===== config.mk =====
export PLATFORM = sky130hd
export DESIGN_NAME = icfi_top
export DESIGN_NICKNAME = d
export VERILOG_FILES = /design/src/icfi_pkg.sv /design/src/icfi_top.sv /design/src/icfi_hex2nib.sv /design/src/icfi_nib2hex.sv
export SDC_FILE = /design/constraint.sdc
export NUM_CORES = 1
export LEC_CHECK = 0
export BUFFER_PORTS_ARGS = -buffer_cell sky130_fd_sc_hd__buf_2
export CAP_MARGIN = 15
export CORE_UTILIZATION = 36
export CTS_BUF_LIST = sky130_fd_sc_hd__clkbuf_4 sky130_fd_sc_hd__clkbuf_8 sky130_fd_sc_hd__clkbuf_16
export DETAILED_ROUTE_END_ITERATION = 7
export GPL_TIMING_DRIVEN = 0
export PLACE_DENSITY_LB_ADDON = 0.12
export SLEW_MARGIN = 20
export SYNTH_ARGS = -nofsm -noshare
export SYNTH_HDL_FRONTEND = slang
export SYNTH_SLANG_ARGS = --single-unit

===== constraint.sdc =====
create_clock -name clk -period 7.6 [get_ports clk]
set_input_delay 0.76 -clock clk [delete_from_list [all_inputs] [get_ports clk]]
set_output_delay 0.76 -clock clk [all_outputs]
set_load 0.02 [all_outputs]

===== src/icfi_pkg.sv =====
package icfi_pkg;

    // ****************************************
    // frame characters
    // ****************************************
    localparam logic [7:0] CH_SOF   = 8'h3A;
    localparam logic [7:0] CH_CR    = 8'h0D;
    localparam logic [7:0] CH_LF    = 8'h0A;
    localparam logic [7:0] CH_SEP   = 8'h2C;
    localparam logic [7:0] CH_0     = 8'h30;
    localparam logic [7:0] CH_1     = 8'h31;
    localparam logic [7:0] CH_2     = 8'h32;
    localparam logic [7:0] CH_9     = 8'h39;
    localparam logic [7:0] CH_A     = 8'h41;
    localparam logic [7:0] CH_N     = 8'h4E;
    localparam logic [7:0] CH_K     = 8'h4B;

    // ****************************************
    // frame layout
    // ****************************************
    localparam logic [7:0] BATCH_BODY_LEN = 8'h17;
    localparam int         BUF_DEPTH      = 23;
    localparam int         MASK_BASE      = 2;
    localparam int         SEP_IDX        = 12;
    localparam int         STATE_BASE     = 13;
    localparam logic [7:0] NAK_LEN        = 8'h05;
    localparam logic [7:0] STATE_LEN      = 8'h36;
    localparam int         STATE_DATA_LEN = 52;
    localparam int         ANA_BASE       = 1;
    localparam int         ANA_STRIDE     = 6;
    localparam int         IN_BASE        = 25;
    localparam int         OUT_BASE       = 40;
    localparam int         NUM_IN         = 12;
    localparam int         NUM_OUT        = 10;
    localparam int         NUM_ANA        = 4;

    // ****************************************
    // timing
    // ****************************************
    localparam int unsigned CLK_HZ          = 20000000;
    localparam int unsigned NAK_TIMEOUT_MS  = 1000;
    localparam int unsigned ABORT_TIMEOUT_MS = 5000;
    localparam int unsigned NAK_TIMEOUT_CYC = CLK_HZ / 1000 * NAK_TIMEOUT_MS;

    // ****************************************
    // registers
    // ****************************************
    localparam logic [3:0] REG_CTRL   = 4'h0;
    localparam logic [3:0] REG_OUT    = 4'h4;
    localparam logic [3:0] REG_STAT   = 4'h8;
    localparam int         CTRL_RUN   = 0;
    localparam int         CTRL_ABN   = 1;
    localparam logic [1:0] CTRL_RESET = 2'h1;
    localparam int         STAT_CHK   = 0;
    localparam int         STAT_LEN   = 1;
    localparam int         STAT_TMO   = 2;
    localparam int         STAT_RXB   = 8;
    localparam int         STAT_TXB   = 9;

    // ****************************************
    // carriers
    // ****************************************
    typedef struct packed {
        logic       wr;
        logic       rd;
        logic [3:0] addr;
        logic [31:0] wdata;
    } icfi_bus_t;

    typedef struct packed {
        logic       valid;
        logic [7:0] data;
    } icfi_byte_t;

    typedef struct packed {
        logic       level_mode;
        logic       switch_on;
        logic [9:0] level;
    } icfi_ana_t;

endpackage


===== src/icfi_top.sv =====
`timescale 1ns/1ps
`default_nettype none
module icfi_top #(
    parameter int unsigned NAK_TIMEOUT_CYC = icfi_pkg::NAK_TIMEOUT_CYC
) (
    input  wire logic                             clk,
    input  wire logic                             rstn,
    input  wire icfi_pkg::icfi_bus_t              bus,
    output logic      [31:0]                      rd_data,
    input  wire icfi_pkg::icfi_byte_t             rx,
    output logic                                  tx_valid,
    output logic      [7:0]                       tx_data,
    input  wire logic                             tx_ready,
    input  wire logic [11:0]                      digital_input_points,
    input  wire icfi_pkg::icfi_ana_t [3:0]        analogue_input_channels,
    input  wire logic [9:0][2:0]                  output_wait_code,
    output logic      [9:0]                       output_points
);

    // ****************************************
    // state and storage
    // ****************************************
    typedef enum logic [4:0] {
        R_IDLE = 5'b00001,
        R_LENH = 5'b00010,
        R_LENL = 5'b00100,
        R_BODY = 5'b01000,
        R_LF   = 5'b10000
    } icfi_rx_t;

    typedef enum logic [1:0] {
        T_IDLE = 2'b01,
        T_SEND = 2'b10
    } icfi_tx_t;

    icfi_rx_t   rx_st;
    icfi_tx_t   tx_st;
    logic [7:0] len_hi;
    logic [7:0] len_lo;
    logic [7:0] hold0;
    logic [7:0] hold1;
    logic [7:0] rx_xor;
    logic [7:0] rx_cnt;
    logic [7:0] rbuf [icfi_pkg::BUF_DEPTH];
    logic [31:0] tmo_cnt;
    logic [11:0] din_s1;
    logic [11:0] din_s2;
    logic [1:0] ctrl;
    logic [2:0] stat;
    logic       pend_nak;
    logic       pend_state;
    logic       tx_is_nak;
    logic [7:0] tx_idx;
    logic [7:0] tx_xor;
    logic [7:0] snap [icfi_pkg::STATE_DATA_LEN];
    logic [7:0] rep  [icfi_pkg::STATE_DATA_LEN];

    // ****************************************
    // input synchroniser
    // ****************************************
    always_ff @(posedge clk or negedge rstn) begin
        if (!rstn) begin
            din_s1 <= 12'h000;
            din_s2 <= 12'h000;
        end else begin
            din_s1 <= digital_input_points;
            din_s2 <= din_s1;
        end
    end

    // ****************************************
    // receive decode
    // ****************************************
    logic [3:0] lh_n;
    logic [3:0] ll_n;
    logic [3:0] ch_n;
    logic [3:0] cl_n;
    logic       lh_ok;
    logic       ll_ok;
    logic       ch_ok;
    logic       cl_ok;

    icfi_hex2nib u_len_hi (.ch(len_hi), .nib(lh_n), .ok(lh_ok));
    icfi_hex2nib u_len_lo (.ch(len_lo), .nib(ll_n), .ok(ll_ok));
    icfi_hex2nib u_chk_hi (.ch(hold1),  .nib(ch_n), .ok(ch_ok));
    icfi_hex2nib u_chk_lo (.ch(hold0),  .nib(cl_n), .ok(cl_ok));

    wire       rx_byte   = rx.valid;
    wire       got_lf    = (rx_st == R_LF) && rx_byte;
    wire       lf_good   = rx.data == icfi_pkg::CH_LF;
    wire [7:0] body_n    = rx_cnt - 8'd2;
    wire       chk_good  = ch_ok && cl_ok && ({ch_n, cl_n} == rx_xor) && (rx_cnt >= 8'd2);
    wire       len_good  = lh_ok && ll_ok && ({lh_n, ll_n} == body_n) && lf_good;
    wire       ev_chk    = got_lf && !chk_good;
    wire       ev_len    = got_lf && chk_good && !len_good;
    wire       timed_out = (rx_st != R_IDLE) && (tmo_cnt >= NAK_TIMEOUT_CYC - 1);
    wire       accept    = got_lf && chk_good && len_good;
    wire       is_batch  = accept && (body_n == icfi_pkg::BATCH_BODY_LEN)
                           && (rbuf[0] == icfi_pkg::CH_0) && (rbuf[1] == icfi_pkg::CH_1)
                           && (rbuf[icfi_pkg::SEP_IDX] == icfi_pkg::CH_SEP);

    logic [9:0] next_out;
    always_comb begin
        next_out = output_points;
        for (int p = 0; p < icfi_pkg::NUM_OUT; p++) begin
            if (rbuf[icfi_pkg::MASK_BASE + p] == icfi_pkg::CH_1) begin
                next_out[p] = rbuf[icfi_pkg::STATE_BASE + p] == icfi_pkg::CH_1;
            end
        end
    end

    // ****************************************
    // receive sequencer
    // ****************************************
    always_ff @(posedge clk or negedge rstn) begin
        if (!rstn) begin
            rx_st   <= R_IDLE;
            len_hi  <= 8'h00;
            len_lo  <= 8'h00;
            hold0   <= 8'h00;
            hold1   <= 8'h00;
            rx_xor  <= 8'h00;
            rx_cnt  <= 8'h00;
            tmo_cnt <= 32'h0;
        end else if (timed_out) begin
            rx_st <= R_IDLE;
        end else if (rx_byte) begin
            case (rx_st)
                R_IDLE: begin
                    if (rx.data == icfi_pkg::CH_SOF) begin
                        rx_st   <= R_LENH;
                        rx_xor  <= icfi_pkg::CH_SOF;
                        tmo_cnt <= 32'h0;
                    end
                end
                R_LENH: begin
                    len_hi <= rx.data;
                    rx_xor <= rx_xor ^ rx.data;
                    rx_st  <= R_LENL;
                end
                R_LENL: begin
                    len_lo <= rx.data;
                    rx_xor <= rx_xor ^ rx.data;
                    hold0  <= 8'h00;
                    hold1  <= 8'h00;
                    rx_cnt <= 8'h00;
                    rx_st  <= R_BODY;
                end
                R_BODY: begin
                    if (rx.data == icfi_pkg::CH_CR) begin
                        rx_st <= R_LF;
                    end else begin
                        // the last two body bytes are the check pair, so each byte joins the sum two bytes late and those two never do
                        rx_xor <= rx_xor ^ hold1;
                        hold1  <= hold0;
                        hold0  <= rx.data;
                        if (rx_cnt != 8'hFF) begin
                            rx_cnt <= rx_cnt + 8'd1;
                        end
                    end
                end
                R_LF: begin
                    rx_st <= R_IDLE;
                end
                default: begin
                    rx_st <= R_IDLE;
                end
            endcase
            if (rx_st != R_IDLE) begin
                tmo_cnt <= tmo_cnt + 32'h1;
            end
        end else if (rx_st != R_IDLE) begin
            tmo_cnt <= tmo_cnt + 32'h1;
        end
    end

    always_ff @(posedge clk) begin
        if (rx_byte && (rx_st == R_BODY) && (rx.data != icfi_pkg::CH_CR)
            && (rx_cnt < 8'(icfi_pkg::BUF_DEPTH))) begin
            rbuf[rx_cnt[4:0]] <= rx.data;
        end
    end

    // ****************************************
    // state reply image
    // ****************************************
    wire [7:0] ctrl_code = ctrl[icfi_pkg::CTRL_ABN] ? icfi_pkg::CH_9 :
                           !ctrl[icfi_pkg::CTRL_RUN] ? icfi_pkg::CH_1 : icfi_pkg::CH_0;

    always_comb begin
        for (int i = 0; i < icfi_pkg::STATE_DATA_LEN; i++) begin
            rep[i] = icfi_pkg::CH_SEP;
        end
        rep[0] = ctrl_code;
        for (int c = 0; c < icfi_pkg::NUM_ANA; c++) begin
            rep[icfi_pkg::ANA_BASE + icfi_pkg::ANA_STRIDE * c] =
                analogue_input_channels[c].level_mode ? icfi_pkg::CH_9 :
                analogue_input_channels[c].switch_on  ? icfi_pkg::CH_1 : icfi_pkg::CH_0;
            rep[icfi_pkg::ANA_BASE + icfi_pkg::ANA_STRIDE * c + 1] =
                8'(icfi_pkg::CH_0 + analogue_input_channels[c].level / 10'd1000);
            rep[icfi_pkg::ANA_BASE + icfi_pkg::ANA_STRIDE * c + 2] =
                8'(icfi_pkg::CH_0 + (analogue_input_channels[c].level / 10'd100) % 10'd10);
            rep[icfi_pkg::ANA_BASE + icfi_pkg::ANA_STRIDE * c + 3] =
                8'(icfi_pkg::CH_0 + (analogue_input_channels[c].level / 10'd10) % 10'd10);
            rep[icfi_pkg::ANA_BASE + icfi_pkg::ANA_STRIDE * c + 4] =
                8'(icfi_pkg::CH_0 + analogue_input_channels[c].level % 10'd10);
        end
        for (int i = 0; i < icfi_pkg::NUM_IN; i++) begin
            rep[icfi_pkg::IN_BASE + i + i / 4] = din_s2[i] ? icfi_pkg::CH_1 : icfi_pkg::CH_0;
        end
        for (int p = 0; p < icfi_pkg::NUM_OUT; p++) begin
            // a pending timed or conditional action masks the plain level
            rep[icfi_pkg::OUT_BASE + p + p / 4] = (output_wait_code[p] != 3'h0) ?
                (icfi_pkg::CH_0 + {5'h00, output_wait_code[p]}) :
                (output_points[p] ? icfi_pkg::CH_1 : icfi_pkg::CH_0);
        end
    end

    // ****************************************
    // transmit byte selection
    // ****************************************
    wire [7:0] tx_len  = tx_is_nak ? icfi_pkg::NAK_LEN : icfi_pkg::STATE_LEN;
    wire [7:0] tx_n    = tx_idx + 8'd1;
    wire [7:0] tx_k    = tx_n - 8'd3;
    wire [7:0] snap_i  = tx_k - 8'd2;
    wire [7:0] xor_sum = (tx_idx <= tx_len + 8'd2) ? (tx_xor ^ tx_data) : tx_xor;
    wire [7:0] len_hc;
    wire [7:0] len_lc;
    wire [7:0] chk_hc;
    wire [7:0] chk_lc;

    icfi_nib2hex u_tlen_hi (.nib(tx_len[7:4]),  .ch(len_hc));
    icfi_nib2hex u_tlen_lo (.nib(tx_len[3:0]),  .ch(len_lc));
    icfi_nib2hex u_tchk_hi (.nib(xor_sum[7:4]), .ch(chk_hc));
    icfi_nib2hex u_tchk_lo (.nib(xor_sum[3:0]), .ch(chk_lc));

    wire [7:0] nak_body = (tx_k == 8'd2) ? icfi_pkg::CH_N :
                          (tx_k == 8'd3) ? icfi_pkg::CH_A :
                          (tx_k == 8'd4) ? icfi_pkg::CH_K : icfi_pkg::CH_0;
    wire [7:0] st_body  = (tx_k == 8'd0) ? icfi_pkg::CH_0 :
                          (tx_k == 8'd1) ? icfi_pkg::CH_2 : snap[snap_i[5:0]];
    wire [7:0] next_tx  = (tx_n == 8'd1) ? len_hc :
                          (tx_n == 8'd2) ? len_lc :
                          (tx_n <= tx_len + 8'd2) ? (tx_is_nak ? nak_body : st_body) :
                          (tx_n == tx_len + 8'd3) ? chk_hc :
                          (tx_n == tx_len + 8'd4) ? chk_lc :
                          (tx_n == tx_len + 8'd5) ? icfi_pkg::CH_CR : icfi_pkg::CH_LF;
    wire       tx_take  = tx_valid && tx_ready;
    wire       tx_last  = tx_idx == tx_len + 8'd6;
    wire       tx_start = (tx_st == T_IDLE) && (pend_nak || pend_state);

    // ****************************************
    // transmit sequencer
    // ****************************************
    always_ff @(posedge clk or negedge rstn) begin
        if (!rstn) begin
            tx_st     <= T_IDLE;
            tx_valid  <= 1'b0;
            tx_data   <= 8'h00;
            tx_idx    <= 8'h00;
            tx_xor    <= 8'h00;
            tx_is_nak <= 1'b0;
        end else begin
            case (tx_st)
                T_IDLE: begin
                    if (tx_start) begin
                        tx_st     <= T_SEND;
                        tx_valid  <= 1'b1;
                        tx_data   <= icfi_pkg::CH_SOF;
                        tx_idx    <= 8'h00;
                        tx_xor    <= 8'h00;
                        tx_is_nak <= pend_nak;
                    end
                end
                T_SEND: begin
                    if (tx_take) begin
                        if (tx_idx <= tx_len + 8'd2) begin
                            tx_xor <= tx_xor ^ tx_data;
                        end
                        if (tx_last) begin
                            tx_valid <= 1'b0;
                            tx_st    <= T_IDLE;
                        end else begin
                            tx_data <= next_tx;
                            tx_idx  <= tx_n;
                        end
                    end
                end
                default: begin
                    tx_st <= T_IDLE;
                end
            endcase
        end
    end

    always_ff @(posedge clk) begin
        if (tx_start) begin
            snap <= rep;
        end
    end

    // ****************************************
    // outputs, pending replies, registers
    // ****************************************
    wire wr_ctrl = bus.wr && (bus.addr == icfi_pkg::REG_CTRL);
    wire wr_stat = bus.wr && (bus.addr == icfi_pkg::REG_STAT);
    wire [2:0] stat_set = {timed_out, ev_len, ev_chk};
    wire [31:0] rd_mux = (bus.addr == icfi_pkg::REG_CTRL) ? {30'h0, ctrl} :
                         (bus.addr == icfi_pkg::REG_OUT)  ? {22'h0, output_points} :
                         (bus.addr == icfi_pkg::REG_STAT) ? {22'h0, tx_st == T_SEND, rx_st != R_IDLE, 5'h00, stat} :
                         32'h0;

    always_ff @(posedge clk or negedge rstn) begin
        if (!rstn) begin
            output_points <= 10'h000;
            pend_nak      <= 1'b0;
            pend_state    <= 1'b0;
            ctrl          <= icfi_pkg::CTRL_RESET;
            stat          <= 3'h0;
            rd_data       <= 32'h0;
        end else begin
            if (is_batch) begin
                output_points <= next_out;
            end
            pend_nak   <= (pend_nak && !(tx_start && pend_nak)) || ev_chk || ev_len || timed_out;
            pend_state <= (pend_state && !(tx_start && !pend_nak)) || is_batch;
            if (wr_ctrl) begin
                ctrl <= bus.wdata[1:0];
            end
            stat <= (wr_stat ? (stat & ~bus.wdata[2:0]) : stat) | stat_set;
            rd_data <= bus.rd ? rd_mux : 32'h0;
        end
    end

endmodule
`default_nettype wire


===== src/icfi_hex2nib.sv =====
`timescale 1ns/1ps
`default_nettype none
module icfi_hex2nib (
    input  wire logic [7:0] ch,
    output logic      [3:0] nib,
    output logic            ok
);
    wire is_dig = (ch >= icfi_pkg::CH_0) && (ch <= icfi_pkg::CH_9);
    wire is_let = (ch >= icfi_pkg::CH_A) && (ch <= 8'h46);
    wire [7:0] dig = ch - icfi_pkg::CH_0;
    wire [7:0] let_v = ch - icfi_pkg::CH_A + 8'h0A;
    assign nib = is_dig ? dig[3:0] : let_v[3:0];
    assign ok  = is_dig | is_let;
endmodule
`default_nettype wire


===== src/icfi_nib2hex.sv =====
`timescale 1ns/1ps
`default_nettype none
module icfi_nib2hex (
    input  wire logic [3:0] nib,
    output logic      [7:0] ch
);
    assign ch = (nib < 4'hA) ? (icfi_pkg::CH_0 + {4'h0, nib})
                             : (icfi_pkg::CH_A + {4'h0, nib} - 8'h0A);
endmodule
`default_nettype wire


# Word-level counts from Yosys, hierarchy flattened
# Memory sizes are Yosys's and may differ from the RTL's.
# Index checks and enable logic that the tools add are counted.
[word_totals]
register_bits = 508
latch_bits = 0
ram_bits = 184
romBits = 0
in_bits = 140
out_inout_bits = 51
word_cells = 452
n_memories = 1
[mem_list]
columns = ["memory", "depth", "width", "rd", "rd_ports_with_merged_regs", "write_ports", "line", "text"]
rows = [
  ["rbuf", 23, 8, 23, 0, 1, "icfi_top.sv:44", "logic [7:0] rbuf [icfi_pkg::BUF_DEPTH];"],
]
[op_classes]
add_sub_neg = 61
n_mul = 0
div = 24
magnitude_cmp = 26
eq_ne = 60
shift = 0
mux = 107
bitwise = 12
reduce_logical = 87
[op_table]
columns = ["operator", "count"]
rows = [
  ["2-to-1 mux 8 bit", 28],
  ["== test 8 x 6 -> 1 bit, second input constant", 24],
  ["2-to-1 mux 32 bit", 5],
  ["adder 6 x 8 -> 8 bit, first input constant", 16],
  ["modulo 10 x 4 -> 10 bit, second input constant", 12],
  ["one-hot mux 8 bit (2 select lines)", 6],
  ["2-to-1 mux 7 bit", 13],
  ["adder 6 x 3 -> 7 bit, first input constant", 10],
  ["binary-select mux 8 bit (select 6 bit)", 1],
  ["divider 10 x 10 -> 10 bit, second input constant", 4],
  ["divider 10 x 4 -> 10 bit, second input constant", 4],
  ["divider 10 x 7 -> 10 bit, second input constant", 4],
  ["2-to-1 mux 10 bit", 4],
  ["logical AND 1 bit", 35],
  ["nonzero test 3 bit", 11],
  ["adder 32 x 1 -> 32 bit, second input constant", 1],
  ["== test 8 x 7 -> 1 bit", 4],
  [">= comparator 32 x 25 -> 1 bit, second input constant", 1],
  [">= comparator 8 x 6 -> 1 bit, second input constant", 4],
  [">= comparator 8 x 7 -> 1 bit, second input constant", 4],
  ["<= comparator 8 x 6 -> 1 bit, second input constant", 4],
  ["<= comparator 8 x 7 -> 1 bit, second input constant", 4],
  ["2-to-1 mux 1 bit", 32],
  ["subtractor 4 x 1 -> 4 bit, second input constant", 8],
  ["64 further kinds", 138],
]

# Depth between registers and ports, before layout
[logic_depth]
ltp_word = 16
mapped_depth = 33
ltp_nobuf = 29

# Hierarchy
# From an unflattened synthesis, not the netlist that was laid out.
[hier_totals]
hier_cells = 3167
hier_area_um2 = 30814.6
[modules_own_cells]
columns = ["mod", "n_inst", "cells_each", "area_per_inst_um2", "seq_area_each_um2"]
rows = [
  ["icfi_top", 1, 2995, 29543.3, 14197.4],
  ["icfi_hex2nib", 4, 27, 212.7, 0.0],
  ["icfi_nib2hex", 4, 16, 105.1, 0.0],
]

# Worst setup path before layout
# Ideal clock, no wire load.
[synth_timing]
kind = "input -> register"
startpoint = "input analogue_input_channels[33] (netlist bit)"
endpoint = "register snap[286] (netlist bit), data pin"
setup_ps = 258
arrival_time_ps = 6226
required_ps = 7342
path_slack_ps = 1116
stages = 30
n_path_buf = 6
cell_sequence = "buf_2 > buf_2 > clkbuf_1 > clkbuf_1 > o21bai_1 > a21oi_1 > ha_1 > o211ai_1 > a221oi_1 > nand2_1 > nor3_1 > and4b_1 > a221oi_4 > ha_1 > o31a_1 > a211o_1 > o21a_1 > a211oi_2 > a211oi_2 > and3b_1 > buf_6 > nor3_1 > xnor2_1 > inv_1 > or4_1 > buf_2 > o211ai_2 > xnor2_1 > ha_1 > xnor2_1"
[synth_rtl]
columns = ["item", "line", "text"]
rows = [
  ["from (decl)", "icfi_top.sv:15", "input wire icfi_pkg::icfi_ana_t [3:0] analogue_input_channels,"],
  ["to (signal assigned)", "icfi_top.sv:298", "snap <= rep;"],
  ["to (decl)", "icfi_top.sv:55", "logic [7:0] snap [icfi_pkg::STATE_DATA_LEN];"],
]

# Final worst setup path
[layout_timing]
startpoint = "register tx_idx[0]"
endpoint = "register tx_data[0]"
[layout_via]
elab_chain_len = 16
word_cells_on_any_way = 48
classes_between = "add/sub (9); order compare (4); eq/ne (11); mux (21); bitwise (1); reduce/logical (2)"
[layout_lines]
columns = ["item", "line", "text"]
rows = [
  ["from (decl)", "icfi_top.sv:53", "logic [7:0] tx_idx;"],
  ["from (signal assigned)", "icfi_top.sv:285", "tx_idx <= tx_n;"],
  ["adder 8 x 1 -> 8 bit", "icfi_top.sv:223", "wire [7:0] tx_n = tx_idx + 8'd1;"],
  ["subtractor 8 x 2 -> 8 bit", "icfi_top.sv:224", "wire [7:0] tx_k = tx_n - 8'd3;"],
  ["subtractor 6 x 2 -> 6 bit", "icfi_top.sv:225", "wire [7:0] snap_i = tx_k - 8'd2;"],
  ["inverter 6 -> 7 bit (implied by the code)", "icfi_top.sv:241", "(tx_k == 8'd1) ? icfi_pkg::CH_2 : snap[snap_i[5:0]];"],
  ["binary-select mux 8 bit (select 6 bit)", "icfi_top.sv:241", ""],
  ["2-to-1 mux 8 bit (implied by the code) (2 in series)", "icfi_top.sv:241", ""],
  ["2-to-1 mux 8 bit", "icfi_top.sv:241", ""],
  ["2-to-1 mux 8 bit", "icfi_top.sv:240", "wire [7:0] st_body = (tx_k == 8'd0) ? icfi_pkg::CH_0 :"],
  ["2-to-1 mux 8 bit (2 in series)", "icfi_top.sv:244", "(tx_n <= tx_len + 8'd2) ? (tx_is_nak ? nak_body : st_body) :"],
  ["2-to-1 mux 8 bit", "icfi_top.sv:243", "(tx_n == 8'd2) ? len_lc :"],
  ["2-to-1 mux 8 bit", "icfi_top.sv:242", "wire [7:0] next_tx = (tx_n == 8'd1) ? len_hc :"],
  ["2-to-1 mux 8 bit", "icfi_top.sv:280", "if (tx_last) begin"],
  ["2-to-1 mux 8 bit", "icfi_top.sv:276", "if (tx_take) begin"],
  ["one-hot mux 8 bit (2 select lines)", "icfi_top.sv:264", "case (tx_st)"],
  ["to (signal assigned)", "icfi_top.sv:269", "tx_data <= icfi_pkg::CH_SOF;"],
  ["to (signal assigned)", "icfi_top.sv:284", "tx_data <= next_tx;"],
  ["to (decl)", "icfi_top.sv:12", "output logic [7:0] tx_data,"],
]
# Several ways; a longest one is shown, not always the timed one. The select of a mux whose other input is x is not followed.
# A chain may end at the register's enable or synchronous reset.

==> run summary <==
The peak per-stage delay on the critical path is roughly 0.64 ns. The starting utilization of the core area is 0.363. The number of buffers created by CTS is 57. The estimated wirelength of the detail-placed design is around 66,000 um. The internal power of the cells totals 7.00 mW. The clock transition at the register clock pins on the worst setup and hold paths after CTS came out at 0.07 ns. After floorplanning, the core was divided into 107 placement rows. For the finished layout, the period the worst path requires is 7.03 ns. For this run, asynchronously set or reset flops after synthesis account for 0.328. The clock tree root buffer cell is sky130_fd_sc_hd__clkbuf_16. The flip-flop and latch count after synthesis came out at 500. The clock insertion delay at the later pin of the skew report is 0.67 ns. The multi-input combinational cell area is 15,500 um^2. The number of enable flip-flop cells after synthesis is ~340.

Of the total power, the clock network draws 0.238. The post-synthesis sequential area ratio came out at 0.460. In this run the deepest clock path goes through 3 buffers. In the layout the commonest cells are sky130_fd_sc_hd__nand2_1 (349), sky130_fd_sc_hd__edfxtp_1 (336), sky130_fd_sc_hd__nor2_1 (273), sky130_fd_sc_hd__o21ai_0 (226), sky130_fd_sc_hd__a21oi_1 (181). The floorplan step set the die height to ~290 um. STA classifies the critical path startpoint as a flop.

For this run, the total global-route usage over all layers was measured as 0.208. Among cell families on the critical path, the largest total delay comes from buffers and inverters. For this design, the slowest cell found on the critical path is sky130_fd_sc_hd__mux4_2. Entering global routing, the biggest net connects 105 pins. The global-route wire length before repair came out at 141,000 um. Measured on the finished design, the core utilization comes to 0.414.

Across the VDD grid, the largest voltage drop is 289 uV. The maximum level of the CTS H-tree came out at 2. After filler insertion, the fill cell instance count of the layout stands at approximately 8,500.

The width of the chip came out at 295 um. Summed over all layers, the routed wires come to 91,700 um. The critical setup path kind is reg -> reg.

In this run the register-to-register setup slack is around 0.57 ns. The combinational family with the most area after synthesis is simple AND/OR/NAND/NOR gates. Summing internal, switching and leakage power gives ~12 mW. The number of antenna violations at the first check in global routing came to 5. The library cell used most frequently in the layout, excluding fill and tap cells, is sky130_fd_sc_hd__nand2_1. By area the synthesized netlist is led by sky130_fd_sc_hd__edfxtp_1 (33%), sky130_fd_sc_hd__dfrtp_1 (13%), sky130_fd_sc_hd__nand2_1 (4.2%), sky130_fd_sc_hd__ha_1 (3.8%), sky130_fd_sc_hd__o21ai_0 (3.7%). The number of design-rule violations left by the first detailed-router iteration came out at 1,877. The netlist uses 112 different library cells. The synthesis-to-finish area growth came out at 14.1%.

Traced cell by cell, the critical path runs through clkdlybuf4s15_2 > clkinvlp_4 > clkbuf_2 > clkbuf_2 > ha_1 > clkbuf_1 > or2_4 > clkinvlp_4 > clkbuf_2 > buf_1 > ha_1 > xnor2_1 > xor2_2 > mux4_2 > mux2_2 > nand2_1 > o21ai_0 > a21oi_1 > nor2_1 > a31oi_1 > a221oi_1 > a22o_1. At the pin with the least slew margin, the transition time is 1.04 ns. The most used flip-flop cell after synthesis is sky130_fd_sc_hd__edfxtp_1. For this run the aggregate overflow at the end of global routing stands at 0. The number of antenna diodes in the final layout is 0. TritonCTS built the clock tree. The logic depth of the worst register-to-register path is 22. Of the total synthesized cell area, the portion taken by AND, OR, NAND and NOR gates is 0.189. The maximum fanout along the worst path came out at 13. The highest achievable clock rate is 142 MHz. Of the post-synthesis cell area, the dominant cell type holds 0.327. For the worst setup path, the data arrival time is 7.54 ns. The adder-cell share of the synthesized area came out at 0.0414.

Of the cells placed in the final design, the portion with a size suffix greater than 1 is 0.123. Setup repair after global routing left no endpoint under its margin. The mean instance size in the synthesized netlist is 9.61 um^2. The vias per cell came out at about 5.5.

The number of buffers inserted by hold repair at cts is 0. The leakage dissipation is 13.6 nW. The xor and xnor fraction of the mapped netlist area is 0.0431.

The average wire per standard cell is 19.8 um. The reg-to-reg critical path startpoint is tx_idx[0]. The number of cells produced by synthesis came out at 3,215. The weighted congestion reported at the end of routability-driven placement is 0.937. The total placed cells including tap cells is 4,532. Registers take 14,200 um^2. The count of endpoints failing hold in the final timing report is 0. The number of setup violations in the final report came out at 0. The critical path required time is 8.11 ns. The total clock sinks is 500. The portion of the clock cycle consumed by the worst path in the final layout is 0.925. The total buffers and inverters traversed by the critical path came out at 8. The number of nets with antenna violations after detailed routing is 0. The biggest area contributor in the post-synthesis netlist is sky130_fd_sc_hd__edfxtp_1. The total of warnings raised by yosys is 0. The via count of the first global-routing pass is ~24,000. The worst pin sits at a relative slew slack of 0.299. The count of nets after finishing came out at 3,682.

The portion of total power attributed to sequential cells is 0.339. Of the total power, the share spent switching nets is 0.402. The worst hold path class is in -> async. For the final database, setup skew stands at roughly 0.073 ns. STA classifies the critical path endpoint as a flop.

The number of input and output port buffers inserted came out at 127. The post-synthesis instance area is 30,900 um^2. In this run the power density over the cells is 332 nW/um^2. The area of the core region came out at ~85,000 um^2. The run finished with clean final reports. The I/O pin count came out at ~190. In this run the critical register-to-register path is captured at tx_data[0]. The non-filler instance count after layout is about 4,600.

The multiplexer share of the synthesized area came out at 0.0332. The tightest hold path in the finished design has a slack of 0.0351 ns. By instance count, the cell type seen most on the critical path is sky130_fd_sc_hd__clkbuf_2. The max-slew violation count came to 0. After routing, the total negative slack on setup checks comes to 0 ns. The area of the die is 87,000 um^2.

The routed layout has 25,600 vias. The power share of the combinational group is 0.423. After detailed routing, the number of remaining DRC violations is 0.

The number of detailed-route iterations in the first pass is 6. The fraction of the mapped netlist area in compound gates came to 0.188. The number of maximum-capacitance constraint violations came out at 0.

In this run the power spent charging and discharging nets is 4.71 mW.
==> repair_timing <==
| item | 4_1_cts | 5_1_grt |
|---|---|---|
| buffers inserted | 1 | 3 |
| endpoints found under the setup margin | 8 | 7 |
| gates resized for setup | 12 | 6 |
==> synthesized netlist by cell type (29+ instances only) <==
library cell / n
sky130_fd_sc_hd__nand2_1: 349
sky130_fd_sc_hd__inv_1: 122
sky130_fd_sc_hd__a21oi_1: 181
sky130_fd_sc_hd__o21ai_0: 226
sky130_fd_sc_hd__a21o_1: 33
sky130_fd_sc_hd__clkbuf_1: 122
sky130_fd_sc_hd__o211ai_1: 31
sky130_fd_sc_hd__nor4b_1: 32
sky130_fd_sc_hd__a31oi_1: 50
sky130_fd_sc_hd__xnor2_1: 93
sky130_fd_sc_hd__or3_1: 35
sky130_fd_sc_hd__xor2_1: 57
sky130_fd_sc_hd__dfrtp_1: 161
sky130_fd_sc_hd__nor3_1: 90
sky130_fd_sc_hd__a211oi_1: 31
sky130_fd_sc_hd__nand3_1: 98
sky130_fd_sc_hd__nor2b_1: 29
sky130_fd_sc_hd__mux2i_1: 47
sky130_fd_sc_hd__ha_1: 95
sky130_fd_sc_hd__edfxtp_1: 336
sky130_fd_sc_hd__nor2_1: 274
sky130_fd_sc_hd__nand2b_1: 37
sky130_fd_sc_hd__and3_1: 34
==> power by group through the flow <==
| stage | clock network (mW) | registers, mW | logic (mW) |
|---|---|---|---|
| floorplan | 0 | 3.92 | 3.49 |
| global placement | 0 | 4.11 | 4.85 |
| detailed placement | 0 | 4.01 | 4.86 |
| CTS | 2.86 | 3.97 | 4.91 |
| global route | 2.97 | 4.03 | 5.45 |
| finish | 2.78 | 3.97 | 4.95 |
==> per-stage QoR <==
stage	instance area (um^2)	setup slack, ns
after floorplan	31100	1.12
after global placement	33100	-2.69
after detailed placement	33200	-2.48
after CTS	35200	0.183
after global routing	35300	0.0830
final	35300	0.567
==> per-layer routing <==
metal / part of all wire / global-route usage / up-vias
met3: 0.056 / 0.0320 / 123
met1: 0.47 / 0.296 / 12500
met2: 0.45 / 0.331 / 704
met4: 0.023 / 0.0512 / 6
li1: - / - / 12300
met5: 0.00045 / 0 / -
==> cell type report <==
class                   instances  share of cell area
plain buffers                 193              0.0252
multi-input cells            2427               0.440
flip-flops and latches        500               0.403
well taps                    1144              0.0406
clock inverters                32             0.00933
clock buffers                  76              0.0458
repair buffers                135              0.0217
inverters                     133              0.0146
==> registers in the layout (all words and copies together), names as in the netlist, 2 cells and up <==
name           flops
tx_data            8
tx_idx             8
rbuf             184
stat               3
rx_cnt             8
rx_xor             8
din_s2            12
len_lo             8
output_points     10
len_hi             8
din_s1            12
snap             152
tmo_cnt           32
ctrl               2
tx_st              2
hold1              8
hold0              8
rx_st              5
rd_data           10
tx_xor             8
==> worst reg2reg max path, stage by stage (launching register included) <==
cell and delay, ns:
sky130_fd_sc_hd__dfrtp_1 0.48, sky130_fd_sc_hd__clkdlybuf4s15_2 0.48, sky130_fd_sc_hd__clkinvlp_4 0.24, sky130_fd_sc_hd__clkbuf_2 0.29, sky130_fd_sc_hd__clkbuf_2 0.41, sky130_fd_sc_hd__ha_1 0.22
sky130_fd_sc_hd__clkbuf_1 0.34, sky130_fd_sc_hd__or2_4 0.41, sky130_fd_sc_hd__clkinvlp_4 0.27, sky130_fd_sc_hd__clkbuf_2 0.30, sky130_fd_sc_hd__buf_1 0.34, sky130_fd_sc_hd__ha_1 0.33
sky130_fd_sc_hd__xnor2_1 0.40, sky130_fd_sc_hd__xor2_2 0.54, sky130_fd_sc_hd__mux4_2 0.64, sky130_fd_sc_hd__mux2_2 0.28, sky130_fd_sc_hd__nand2_1 0.06, sky130_fd_sc_hd__o21ai_0 0.17
sky130_fd_sc_hd__a21oi_1 0.21, sky130_fd_sc_hd__nor2_1 0.06, sky130_fd_sc_hd__a31oi_1 0.16, sky130_fd_sc_hd__a221oi_1 0.12, sky130_fd_sc_hd__a22o_1 0.22
==> how the worst max path moves through the flow <==
| stage | end | cells after the start | slack, ns | startpoint |
|---|---|---|---|---|
| 3_5_place_dp | tx_data[1] | 25 | -2.48 | tx_idx[0] |
| 6_report | tx_data[0] | 22 | 0.57 | tx_idx[0] |
| 5_1_grt | snap[238] | 30 | 0.08 | analogue_input_channels[45] |
| 2_1_floorplan | snap[286] | 30 | 1.12 | analogue_input_channels[33] |
| 4_1_cts | tx_data[0] | 22 | 0.18 | tx_idx[0] |
| 3_3_place_gp | tx_data[1] | 25 | -2.69 | tx_idx[0] |
==> cells by family after synthesis <==
kind of cell | count (synthesis)
simple gates | 1171
xor+xnor | 151
buf+inv | 330
fa+ha+maj | 104
compound gates | 871
mux | 86
other cells | 2
flops | 500
No activity file was read; power rests on OpenSTA's default activity.
